## config.mk

```make
export PLATFORM = sky130hd
export DESIGN_NAME = bat_seq
export DESIGN_NICKNAME = d
export VERILOG_FILES = /design/src/design/bat_pkg.sv /design/src/design/bat_seq.sv
export SDC_FILE = /design/constraint.sdc
export NUM_CORES = 2
export LEC_CHECK = 0
export BUFFER_PORTS_ARGS = -buffer_cell sky130_fd_sc_hd__buf_2
export CAP_MARGIN = 20
export CORE_MARGIN = 3
export CORE_UTILIZATION = 45
export CTS_BUF_LIST = sky130_fd_sc_hd__clkbuf_8
export CTS_CLUSTER_SIZE = 16
export DETAILED_ROUTE_END_ITERATION = 7
export GPL_ROUTABILITY_DRIVEN = 0
export SYNTH_ARGS = -nofsm -noshare
export SYNTH_HDL_FRONTEND = slang
export SYNTH_SLANG_ARGS = --single-unit
```

## constraint.sdc

```tcl
create_clock -name pclk -period 13.2 [get_ports pclk]
set_clock_uncertainty 0.2 [all_clocks]
set_input_delay 1.32 -clock pclk [delete_from_list [all_inputs] [get_ports pclk]]
set_output_delay 1.32 -clock pclk [all_outputs]
set_load 0.02 [all_outputs]
```

## src/design/bat_pkg.sv

```systemverilog
// Constants, register map and state codes of the acquisition trigger sequencer.
// Assumes a single APB clock domain; the sequencer and the bench import this package, the far-side model does not.
package bat_pkg;
   // ************************************************************
   // Register byte offsets
   // ************************************************************
   localparam logic [7:0] OFS_CTRL   = 8'h00; // Control bits
   localparam logic [7:0] OFS_CMD    = 8'h04; // Command strobes
   localparam logic [7:0] OFS_HOLD   = 8'h08; // Hold-off count
   localparam logic [7:0] OFS_GROW   = 8'h0c; // Growth count
   localparam logic [7:0] OFS_POST   = 8'h10; // Post-trigger count
   localparam logic [7:0] OFS_STAT   = 8'h14; // Live status
   localparam logic [7:0] OFS_IRQ    = 8'h18; // Sticky events
   localparam logic [7:0] OFS_IMASK  = 8'h1c; // Event mask
   localparam logic [7:0] OFS_MIDX   = 8'h20; // Mask bunch index
   localparam logic [7:0] OFS_MDAT   = 8'h24; // Mask bits of bunch
   localparam logic [7:0] OFS_SBEXC  = 8'h28; // Latched excitation
   // ************************************************************
   // Field positions
   // ************************************************************
   localparam int CTRL_FB_ON   = 0; // Feedback output on
   localparam int CTRL_CSEL    = 1; // Base coefficient set select
   localparam int CTRL_GD0     = 2; // Grow/damp, external memory engine
   localparam int CTRL_GD1     = 3; // Grow/damp, block memory engine
   localparam int CTRL_EXT0    = 4; // External trigger, engine 0
   localparam int CTRL_EXT1    = 5; // External trigger, engine 1
   localparam int CTRL_SBEXT   = 6; // External trigger, single bunch
   localparam int CMD_ARM0     = 0; // Arm engine 0
   localparam int CMD_ARM1     = 1; // Arm engine 1
   localparam int CMD_SWTRIG   = 2; // Software trigger, multi-bunch
   localparam int CMD_SBARM    = 3; // Arm single bunch
   localparam int CMD_SBTRIG   = 4; // Software trigger, single bunch
   localparam int CMD_ABORT    = 5; // Stop everything
   localparam int EV_TRIG      = 0; // Trigger taken
   localparam int EV_DONE      = 1; // Multi-bunch capture ended
   localparam int EV_SBDONE    = 2; // Single-bunch capture ended
   localparam int EV_ERR       = 3; // Error summary seen
   // ************************************************************
   // Sizes and reset values
   // ************************************************************
   localparam int NB    = 470;                 // Bunches, harmonic number
   localparam int CW    = 24;                  // Count width
   localparam logic [23:0] DEPTH0 = 24'hc00000; // 12M samples
   localparam logic [23:0] DEPTH1 = 24'h045000; // 276k samples
   localparam logic [16:0] SB_LEN = 17'h18000;  // 96k samples
   localparam logic [6:0]  CTRL_RST = 7'h00;    // Feedback off after reset
   localparam logic [1:0]  ST_OK = 2'h0;        // Status: no errors
   localparam logic [1:0]  ST_WARN = 2'h1;      // Status: saturation
   localparam logic [1:0]  ST_ERR = 2'h2;       // Status: error
   // Sequencer states
   typedef enum logic [1:0] {
      S_IDLE  = 2'b00,
      S_ARMED = 2'b01,
      S_HOLD  = 2'b10,
      S_RUN   = 2'b11
   } bat_state_e;
endpackage : bat_pkg

```

## src/design/bat_seq.sv

```systemverilog
// Trigger sequencer for two multi-bunch capture engines and one single-bunch engine.
// Assumes sample_valid marks one bunch sample on pclk; memories sit outside.
//
// Added by the designer: the APB interface to the registers and the register addresses.
`timescale 1ns/1ps
`default_nettype none
// Notes on behaviour
// Hardware or software trigger starts sequence
// Grow/damp inverts coefficient select at trigger
// Hold-off countdown, skipped when zero
// Virtual trigger at hold-off end
// Inversion kept for growth time
// Select restored when growth time ends
// Capture post-trigger time then stop
// Both engines: pre/post, grow/damp, sources
// Depths 12M and 276k samples
// Single bunch 96k samples post-trigger
// Excitation parameters latched at start
// Three per-bunch enable mask vectors
// Mask bit one enables, zero disables
// Bunches numbered 1 to 470
// Feedback on/off gates filter output
// Sample memory never cleared
// Monitoring: no grow/damp, zero hold-off
// Status summary ok, warning, error
module bat_seq (
   // APB slave
   input  wire  logic        pclk,
   input  wire  logic        presetn,
   input  wire  logic        psel,
   input  wire  logic        penable,
   input  wire  logic        pwrite,
   input  wire  logic [7:0]  paddr,
   input  wire  logic [31:0] pwdata,
   output logic              pready,
   output logic              pslverr,
   output logic [31:0]       prdata,
   output logic              irq,
   // Triggers and sample timing
   input  wire  logic [1:0]  hw_trig,
   input  wire  logic        sb_hw_trig,
   input  wire  logic        sample_valid,
   input  wire  logic [8:0]  bunch_num,
   // Datapath
   input  wire  logic [11:0] filt_in,
   input  wire  logic [15:0] exc_params,
   input  wire  logic        sat_warn,
   input  wire  logic        err_in,
   output logic [11:0]       fb_out,
   output logic              coef_sel,
   output logic [2:0]        bunch_en,
   // Sample memories
   output logic [1:0]        mem_we,
   output logic [23:0]       mem_addr,
   output logic              sb_we,
   output logic [16:0]       sb_addr,
   output logic [1:0]        status_code
);
   import bat_pkg::*;

   // ************************************************************
   // Register bus
   // ************************************************************
   logic [6:0]    ctrl_reg;                // Control bits
   logic [CW-1:0] hold_reg;                // Hold-off count
   logic [CW-1:0] grow_reg;                // Growth count
   logic [CW-1:0] post_reg;                // Post-trigger count
   logic [3:0]    irq_reg;                 // Sticky events
   logic [3:0]    imask_reg;               // Event mask
   logic [8:0]    midx_reg;                // Selected bunch for mask access
   logic [15:0]   sbexc_reg;               // Latched excitation parameters
   logic [NB-1:0] fbm_reg, drm_reg, acm_reg; // Per-bunch enables
   logic          wr, rd, hit;
   logic [5:0]    cmd;                     // One-cycle command strobes
   logic          midx_ok;                 // Index inside 1..470
   logic [8:0]    mi;                      // Zero-based bunch index
   bat_state_e    state_reg;               // Sequencer state, read back on the bus
   logic          eng_reg;                 // Engine in use
   logic          sb_busy;                 // Single-bunch capture running

   assign wr = psel & penable & pwrite;
   assign rd = psel & penable & ~pwrite;
   assign pready = 1'b1;                   // Zero wait states
   assign midx_ok = (midx_reg != 9'h000) && (midx_reg <= 9'(NB));
   assign mi = midx_reg - 9'h001;
   assign cmd = (wr && paddr == OFS_CMD) ? pwdata[5:0] : 6'h00;

   // Decode, unmapped offsets answer with an error
   always_comb begin
      hit = 1'b1;
      prdata = 32'h0;
      unique case (paddr)
         OFS_CTRL:  prdata = {25'h0, ctrl_reg};
         OFS_CMD:   prdata = 32'h0;
         OFS_HOLD:  prdata = {8'h0, hold_reg};
         OFS_GROW:  prdata = {8'h0, grow_reg};
         OFS_POST:  prdata = {8'h0, post_reg};
         OFS_STAT:  prdata = {25'h0, sb_busy, coef_sel, status_code,
                             eng_reg, state_reg};
         OFS_IRQ:   prdata = {28'h0, irq_reg};
         OFS_IMASK: prdata = {28'h0, imask_reg};
         OFS_MIDX:  prdata = {23'h0, midx_reg};
         OFS_MDAT:  prdata = midx_ok ? {29'h0, acm_reg[mi], drm_reg[mi],
                                        fbm_reg[mi]} : 32'h0;
         OFS_SBEXC: prdata = {16'h0, sbexc_reg};
         default:   hit = 1'b0;
      endcase
   end
   assign pslverr = psel & penable & ~hit;

   // Configuration registers
   always_ff @(posedge pclk or negedge presetn) begin
      if (!presetn) begin
         ctrl_reg <= CTRL_RST;
         hold_reg <= '0;
         grow_reg <= '0;
         post_reg <= '0;
         imask_reg <= 4'h0;
         midx_reg <= 9'h000;
      end else if (wr) begin
         unique case (paddr)
            OFS_CTRL:  ctrl_reg <= pwdata[6:0];
            OFS_HOLD:  hold_reg <= pwdata[CW-1:0];
            OFS_GROW:  grow_reg <= pwdata[CW-1:0];
            OFS_POST:  post_reg <= pwdata[CW-1:0];
            OFS_IMASK: imask_reg <= pwdata[3:0];
            OFS_MIDX:  midx_reg <= pwdata[8:0];
            default:   ;
         endcase
      end
   end

   // Mask vectors, written one bunch at a time; bunch 0 or above 470 is ignored
   always_ff @(posedge pclk or negedge presetn) begin
      if (!presetn) begin
         fbm_reg <= '0;
         drm_reg <= '0;
         acm_reg <= '0;
      end else if (wr && paddr == OFS_MDAT && midx_ok) begin
         fbm_reg[mi] <= pwdata[0];
         drm_reg[mi] <= pwdata[1];
         acm_reg[mi] <= pwdata[2];
      end
   end

   // Per-bunch enables for the bunch now in the pipe
   always_ff @(posedge pclk or negedge presetn) begin
      if (!presetn)
         bunch_en <= 3'b000;
      else if (bunch_num != 9'h000 && bunch_num <= 9'(NB)) begin
         bunch_en <= {acm_reg[bunch_num - 9'h001], drm_reg[bunch_num - 9'h001],
                      fbm_reg[bunch_num - 9'h001]};
      end else
         bunch_en <= 3'b000;
   end

   // ************************************************************
   // Multi-bunch sequencer
   // ************************************************************
   logic          inv_reg;                 // Coefficient select inverted
   logic [CW-1:0] hcnt_reg, gcnt_reg, pcnt_reg;
   logic          trig;                    // Trigger at the armed engine
   logic          gd_en;

   // Source select: software strobe or the engine's own hardware input
   assign trig = (state_reg == S_ARMED) &&
                 (ctrl_reg[CTRL_EXT0 + int'(eng_reg)] ? hw_trig[eng_reg] :
                  cmd[CMD_SWTRIG]);
   assign gd_en = ctrl_reg[CTRL_GD0 + int'(eng_reg)];

   // State and counters; hold-off and post counts tick once per sample
   always_ff @(posedge pclk or negedge presetn) begin
      if (!presetn) begin
         state_reg <= S_IDLE;
         eng_reg <= 1'b0;
         hcnt_reg <= '0;
         pcnt_reg <= '0;
      end else if (cmd[CMD_ABORT]) begin
         state_reg <= S_IDLE;
      end else begin
         unique case (state_reg)
            S_IDLE: begin
               if (cmd[CMD_ARM0] | cmd[CMD_ARM1]) begin
                  state_reg <= S_ARMED;
                  eng_reg <= ~cmd[CMD_ARM0];
               end
            end
            S_ARMED: begin
               if (trig) begin
                  hcnt_reg <= hold_reg;
                  pcnt_reg <= post_reg;
                  // Zero hold-off: virtual trigger is the real one
                  state_reg <= (hold_reg == '0) ? S_RUN : S_HOLD;
               end
            end
            S_HOLD: begin
               if (sample_valid) begin
                  hcnt_reg <= hcnt_reg - 24'h1;
                  if (hcnt_reg == 24'h1)
                     state_reg <= S_RUN;
               end
            end
            S_RUN: begin
               // Zero post time stops at the virtual trigger
               if (pcnt_reg == '0)
                  state_reg <= S_IDLE;
               else if (sample_valid) begin
                  pcnt_reg <= pcnt_reg - 24'h1;
                  if (pcnt_reg == 24'h1)
                     state_reg <= S_IDLE;
               end
            end
         endcase
      end
   end

   // Inversion: set at trigger, counted from the virtual trigger.
   // Runs on its own so a growth time longer than the capture still ends.
   always_ff @(posedge pclk or negedge presetn) begin
      if (!presetn) begin
         inv_reg <= 1'b0;
         gcnt_reg <= '0;
      end else if (cmd[CMD_ABORT]) begin
         inv_reg <= 1'b0;
      end else if (trig && gd_en) begin
         inv_reg <= 1'b1;
         gcnt_reg <= grow_reg;
      end else if (inv_reg && state_reg != S_HOLD && state_reg != S_ARMED) begin
         if (gcnt_reg == '0)
            inv_reg <= 1'b0;
         else if (sample_valid) begin
            gcnt_reg <= gcnt_reg - 24'h1;
            if (gcnt_reg == 24'h1)
               inv_reg <= 1'b0;
         end
      end
   end
   assign coef_sel = ctrl_reg[CTRL_CSEL] ^ inv_reg;

   // Capture address: circular while armed gives pre-trigger data.
   // Nothing is erased, so a short run leaves older samples behind.
   always_ff @(posedge pclk or negedge presetn) begin
      if (!presetn)
         mem_addr <= '0;
      else if (state_reg == S_IDLE && (cmd[CMD_ARM0] | cmd[CMD_ARM1]))
         mem_addr <= '0;
      else if (state_reg != S_IDLE && sample_valid) begin
         if (mem_addr == (eng_reg ? DEPTH1 : DEPTH0) - 24'h1)
            mem_addr <= '0;
         else
            mem_addr <= mem_addr + 24'h1;
      end
   end
   assign mem_we = (state_reg != S_IDLE && sample_valid) ?
                   (eng_reg ? 2'b10 : 2'b01) : 2'b00;

   // ************************************************************
   // Single-bunch engine
   // ************************************************************
   logic sb_arm_reg;                       // Waiting for trigger
   logic sb_trig;
   assign sb_trig = sb_arm_reg &&
                    (ctrl_reg[CTRL_SBEXT] ? sb_hw_trig : cmd[CMD_SBTRIG]);

   // Post-trigger only: writing begins at the trigger
   always_ff @(posedge pclk or negedge presetn) begin
      if (!presetn) begin
         sb_arm_reg <= 1'b0;
         sb_busy <= 1'b0;
         sb_addr <= '0;
         sbexc_reg <= 16'h0;
      end else if (cmd[CMD_ABORT]) begin
         sb_arm_reg <= 1'b0;
         sb_busy <= 1'b0;
      end else if (sb_trig) begin
         sb_arm_reg <= 1'b0;
         sb_busy <= 1'b1;
         sb_addr <= '0;
         sbexc_reg <= exc_params;
      end else if (sb_busy && sample_valid) begin
         sb_addr <= sb_addr + 17'h1;
         if (sb_addr == SB_LEN - 17'h1)
            sb_busy <= 1'b0;
      end else if (cmd[CMD_SBARM] && !sb_busy)
         sb_arm_reg <= 1'b1;
   end
   assign sb_we = sb_busy & sample_valid;

   // ************************************************************
   // Output gate, status and events
   // ************************************************************
   always_ff @(posedge pclk or negedge presetn) begin
      if (!presetn)
         fb_out <= 12'h000;
      else
         fb_out <= ctrl_reg[CTRL_FB_ON] ? filt_in : 12'h000;
   end

   // Error outranks the saturation warning
   always_ff @(posedge pclk or negedge presetn) begin
      if (!presetn)
         status_code <= ST_OK;
      else
         status_code <= err_in ? ST_ERR : (sat_warn ? ST_WARN : ST_OK);
   end

   // Sticky events; a read clears them but a new event in that cycle stays
   logic [3:0] ev;
   logic       mb_end, sb_end;
   assign mb_end = state_reg != S_IDLE && state_reg != S_ARMED &&
                   ((state_reg == S_RUN && pcnt_reg == '0) ||
                    (state_reg == S_RUN && sample_valid && pcnt_reg == 24'h1));
   assign sb_end = sb_busy && sample_valid && sb_addr == SB_LEN - 17'h1;
   assign ev = {err_in, sb_end, mb_end, trig};
   always_ff @(posedge pclk or negedge presetn) begin
      if (!presetn)
         irq_reg <= 4'h0;
      else if (rd && paddr == OFS_IRQ)
         irq_reg <= ev;
      else
         irq_reg <= irq_reg | ev;
   end
   assign irq = |(irq_reg & imask_reg);

   // ************************************************************
   // Checks
   // ************************************************************
   property p_inv;
      @(posedge pclk) disable iff (!presetn)
      trig && gd_en && !cmd[CMD_ABORT] |=> inv_reg && coef_sel != ctrl_reg[CTRL_CSEL];
   endproperty
   a_inv: assert property (p_inv) else $error("no inversion at trigger");
   property p_h0;
      @(posedge pclk) disable iff (!presetn)
      trig && hold_reg == '0 && !cmd[CMD_ABORT] |=> state_reg == S_RUN;
   endproperty
   a_h0: assert property (p_h0) else $error("zero hold-off not skipped");
   property p_h1;
      @(posedge pclk) disable iff (!presetn)
      trig && hold_reg != '0 && !cmd[CMD_ABORT] |=> state_reg == S_HOLD;
   endproperty
   a_h1: assert property (p_h1) else $error("hold-off not started");
   property p_vt;
      @(posedge pclk) disable iff (!presetn)
      state_reg == S_HOLD && sample_valid && hcnt_reg == 24'h1 && !cmd[CMD_ABORT]
      |=> state_reg == S_RUN;
   endproperty
   a_vt: assert property (p_vt) else $error("virtual trigger late");
   property p_rst;
      @(posedge pclk) disable iff (!presetn)
      $fell(inv_reg) |-> coef_sel == ctrl_reg[CTRL_CSEL] && state_reg != S_HOLD &&
      ($past(cmd[CMD_ABORT]) || $past(gcnt_reg) <= 24'h1);
   endproperty
   a_rst: assert property (p_rst) else $error("select not restored");
   property p_post;
      @(posedge pclk) disable iff (!presetn)
      state_reg == S_RUN && sample_valid && pcnt_reg == 24'h1 |=> state_reg == S_IDLE;
   endproperty
   a_post: assert property (p_post) else $error("capture did not stop");
   property p_gate;
      @(posedge pclk) disable iff (!presetn)
      !ctrl_reg[CTRL_FB_ON] |=> fb_out == 12'h000;
   endproperty
   a_gate: assert property (p_gate) else $error("output not gated");
   property p_exc;
      @(posedge pclk) disable iff (!presetn)
      sb_trig && !cmd[CMD_ABORT] |=> sbexc_reg == $past(exc_params) && sb_busy;
   endproperty
   a_exc: assert property (p_exc) else $error("excitation not latched");
   property p_st;
      @(posedge pclk) disable iff (!presetn)
      err_in |=> status_code == ST_ERR;
   endproperty
   a_st: assert property (p_st) else $error("error not reported");
   c_gd: cover property (@(posedge pclk) disable iff (!presetn) $fell(inv_reg));
   c_hold: cover property (@(posedge pclk) disable iff (!presetn)
      state_reg == S_HOLD ##1 state_reg == S_RUN);
   c_sb: cover property (@(posedge pclk) disable iff (!presetn) $fell(sb_busy));
endmodule : bat_seq
`default_nettype wire

```

After elaboration in Yosys (flattened, before gate mapping) --
Index checks and enable logic that the tools add are counted.
Cells by class: reductions and logical operators 62, $add $sub $neg 10, $mul 0, muxes and demuxes 79, div/mod/pow operators 0, shift-type cells 0, eq/ne operators 32, magnitude comparators 8, bitwise gates (word level) 13
Operators by type and width (count):
- bitwise mux 470 bit | 3
- 2-to-1 mux 24 bit | 13
- one-hot mux 24 bit (10 select lines) | 1
- one-hot mux 24 bit (2 select lines) | 2
- subtractor 24 x 1 -> 24 bit (second input constant) | 4
- == test 24 x 1 -> 1 bit (second input constant) | 3
- logical NOT 24 bit | 3
- binary-select mux 1 bit (select 9 bit) | 6
- 2-to-1 mux 17 bit | 2
- == test 8 x 5 -> 1 bit (second input constant) | 4
- 2-to-1 mux 1 bit | 32
- adder 24 x 1 -> 24 bit (second input constant) | 1
- == test 24 bit | 1
- == test 8 x 6 -> 1 bit (second input constant) | 3
- logical AND 1 bit | 22
- 2-to-1 mux 2 bit | 11
- less-than comparator 9 x 10 -> 1 bit (second input constant) | 2
- AND reduction 2 bit | 10
- <= comparator 9 bit (second input constant) | 2
- nonzero test 9 bit | 2
- subtractor 9 x 1 -> 9 bit (second input constant) | 2
- adder 17 x 1 -> 17 bit (second input constant) | 1
- == test 17 bit (second input constant) | 1
- == test 8 x 4 -> 1 bit (second input constant) | 2
- other kinds (39) | 71
Storage, ports and cells: logic and storage cells 228, flip-flop bits (word level) 1658, output and inout port bits 97, bits in read-only memories 0, latch bits 0, bits in writable memories 0, memories kept 0, input port bits 88

Longest topological paths before layout --
word-level depth 9, gate-level depth with buffers 22

Worst setup path after synthesis --
OpenSTA, ideal clock, no wires.
kind register to output, start point register midx_reg[0], end point output port prdata[2], buffers on the path 12, path slack 6.945 ns, arrival 4.735 ns, data required time 11.680 ns, stages on the path, launching flop included 21, cells stage by stage dfrtp_1 > buf_6 > buf_6 > buf_6 > buf_6 > buf_6 > buf_6 > buf_6 > inv_1 > ha_1 > buf_4 > buf_4 > buf_4 > clkbuf_1 > clkbuf_1 > mux4_2 > nand2_1 > a311oi_1 > o221ai_1 > a31o_2 > o31ai_1
Between the ends: cells in the longest elaborated chain, start to end 5, elaborated cells on any way between the ends 8
RTL lines:
- from (decl) | line bat_seq.sv:70 | logic [8:0] midx_reg;
- from (signal assigned) | line bat_seq.sv:127 | OFS_MIDX: midx_reg <= pwdata[8:0];
- subtractor 9 x 1 -> 9 bit | line bat_seq.sv:85 | assign mi = midx_reg - 9'h001;
- binary-select mux 1 bit (select 9 bit) | line bat_seq.sv:103 | OFS_MDAT: prdata = midx_ok ? {29'h0, acm_reg[mi], drm_reg[mi],
- 2-to-1 mux 1 bit (not written as such) | line bat_seq.sv:103
- 2-to-1 mux 3 bit (*) | line bat_seq.sv:103
- one-hot mux 24 bit (10 select lines) (*) | line bat_seq.sv:92 | unique case (paddr)
- to (decl) | line bat_seq.sv:37 | output logic [31:0] prdata,
Mark *: on every way between the ends. The rest lies on a longest branch, timed or not. The select of a mux whose other input is x is not followed.

Worst setup path after layout --
start point register midx_reg[0], end point output port prdata[1]
Same word-level chain as after synthesis.

==> impl_metrics.ini <==
[status]
status = complete, no violations

[yosys]
syn_avg_cell_area_um2 = 13.8
yosysWarnings = 0
syn_inst = 6577
syn_area_mm2 = 0.0911
synthMostInstantiatedCell = dfrtp_1
synth.area.top_cells = dfrtp_1 (46%), mux4_2 (21%), mux2_2 (19%)
yosys.area.top_type = dfrtp_1
async_flop_share_pct = 100
synth-main-ff-cell = dfrtp_1
synth_edf_count = 0
yosysUniqueCellTypes = 93
synth_seq_cells = 1658
yosysTopAreaCellShare_pct = 45.6
synth.top_cells.by_count = dfrtp_1 (1658), mux2_2 (1504), mux4_2 (836)
ys_seq_area_share_pct = 45.6

[routing]
dr.pass1.iters = 6
post_drt_via_cell_ratio = 6.36
drt_iter0_drc = 5278
wl_per_cell_um = 29.5
drt-total-wl_um = 281000
drc_errors = 0
num_vias = 60700
antenna_left = 0

[worst_hold_path]
hold_path.class = in -> reg

[timing]
fin_crit_sh_pct = 61.7
setup_violations = 0
timing.final.crit_period_ns = 8.14
hold_viol_final = 0
drv_slew = 0
tns_ns = 0
max_freq_mhz = 123
slew_headroom_pct = 12.1
worst_pin_slew_ns = 1.32
grt_setup_unrepaired = false

[cells_and_area]
finish.net_count = 6777
syn_to_final_growth_pct = 10.2
drive_gt1_share_pct = 46.4
design_area_mm2 = 0.100

[placed_design]
placed_area_mm2 = 0.0943
port_buffers = 167
dp_hpwl_um = 180000

[global_route]
antenna_found_initial = 16
grt_usage_pct = 27.0
grt_overflow = 0
grt_pass1_wl_um = 423000
grt_max_degree = 207
grt_pass1_vias = 62700

[power]
p_int_uw = 8190
ir_worst_vdd_uv = 110
p_sw_uw = 3190
power_frac_clock_pct = 42.6
total_leakage_power_uw = 0.0451
p_seq_share_pct = 46.5
sw_frac_of_total_pct = 28.1
power.density_mw_per_mm2 = 114
power_frac_comb_pct = 10.9

[clock_tree]
clock_latency_ns = 1.02
cts_root_buf = clkbuf_8
cts.clk_slew.worst_paths_ns = 0.06
cts_sinks = 1658
cts_buffers = 314
cts_resized = 0
htreeDepth = 5
cts_max_path_buffers = 4
cts_tree = built

[die]
rows = 164
core_mm2 = 0.200
dieWidth_um = 456
initial_core_util_pct = 45.4
num_io_pins = 185
fp.dieH_um = 456
dieArea_mm2 = 0.208

[worst_setup_path]
worst-path-max-fanout = 28
required_ns = 11.68
cp_slowest_cell = or4_1
endpoint_kind = primary output
arrival_ns = 6.62
path_cells = or4_1, o21a_1, o21ai_2, buf_4, a211oi_2, buf_4, nand2b_1, nand4_1, or4_1, o21ai_1, buf_2
worst-path-buf-inv = 3
worstSetupStartpointType = register
crit_family = simple AND/OR/NAND/NOR gates
critical-path-max-stage-delay_ns = 0.94
critPathKind = reg -> out

[run]
drv_cap = 0
final cells by class:
| cell class | instances | area, um^2 |
|---|---|---|
| inverter | 30 | 113 |
| multi-input combinational | 4339 | 47100 |
| sequential | 1658 | 41500 |
| antenna | 12 | 30.0 |
| clock inverter | 141 | 663 |
| timing repair buffer | 325 | 2350 |
| fill | 17200 | 100000 |
| tap | 2656 | 3320 |
| clock buffer | 379 | 5220 |
timing repair:
item | in CTS | in global routing
hold endpoints to repair | 3 | 0
setup buffers | 0 | 0
hold buffers | 1 | 0
cells in the final DEF, fill, tap and decap left out, types with 16 or more instances in the layout:
master,synthesis,final
nor4_1,27,26
dfrtp_1,1658,1657
nand3_1,102,102
ha_1,21,19
mux4_2,836,836
buf_12,0,18
nor2_1,286,283
mux2_1,33,33
clkbuf_8,0,379
a31oi_1,23,23
and2_1,29,29
buf_4,46,134
and3_1,45,33
a22oi_1,33,33
clkinv_2,0,26
o21ai_0,155,154
mux2i_1,66,66
mux2_2,1504,1504
o21ai_1,24,23
o22ai_1,57,57
nand2_1,574,574
nor3_1,57,53
buf_2,118,162
nand4_1,32,32
nand2b_1,18,18
inv_1,30,136
or3_1,16,16
a21oi_1,107,106
routing by layer:
layer  track usage [%]  routed length [um]  vias to the layer above  share of wire [%]
met5                 0                  33                        -              0.012
met4              12.6               14500                        6                5.2
met3              5.75               20000                      698                7.1
met2              42.2              132000                     2306                 47
met1              36.1              115000                    32300                 41
li1                  -                   -                    25400                  -
through the flow:
step / total power (uW) / setup slack (ns) / cells / util [%] / hold WS (ns)
finish: 11400 / 5.06 / 9540 / 50.0 / 0.289
global route: 11900 / 4.96 / 9539 / 50.0 / 0.223
CTS: 11500 / 4.99 / 9518 / 50.0 / 0.175
detailed placement: 6610 / 6.15 / 8997 / 47.0 / 0.271
global placement: 6590 / 6.15 / 8995 / 47.0 / 0.266
floorplan: 6130 / 6.94 / 6584 / - / 0.250
power by group through the flow:
| stage | Combinational (uW) | Clock [uW] | Sequential, uW |
|---|---|---|---|
| global placement | 1220 | 0 | 5370 |
| finish | 1240 | 4850 | 5290 |
| global route | 1350 | 5210 | 5300 |
| detailed placement | 1240 | 0 | 5380 |
| floorplan | 776 | 0 | 5350 |
| CTS | 1240 | 4970 | 5290 |
final timing paths:
check	startpoint	end	slack, ns	cells past startpoint
worst max-delay path	midx_reg[0]	prdata[1]	5.06	11
worst min register to register	gcnt_reg[13]	gcnt_reg[13]	0.29	1
min in group asynchronous	presetn	mem_addr[21]	0.67	2
max in group asynchronous	presetn	gcnt_reg[19]	9.10	5
worst max register to register	midx_reg[0]	acm_reg[127]	7.71	8
worst min-delay path	err_in	status_code[1]	0.29	1
cell families (layout without fill, tap and decap cells):
group,after synthesis,after routing,share of synthesized area (%)
mux,2439,2439,40.4
flops,1658,1658,45.6
simple gates,1284,1284,6.51
buf+inv,587,875,3.01
compound gates,564,564,4.00
xor+xnor,22,22,0.220
fa+ha+maj,21,21,0.289
other cells,2,21,0.00825
(Power assumes the default switching activity.)
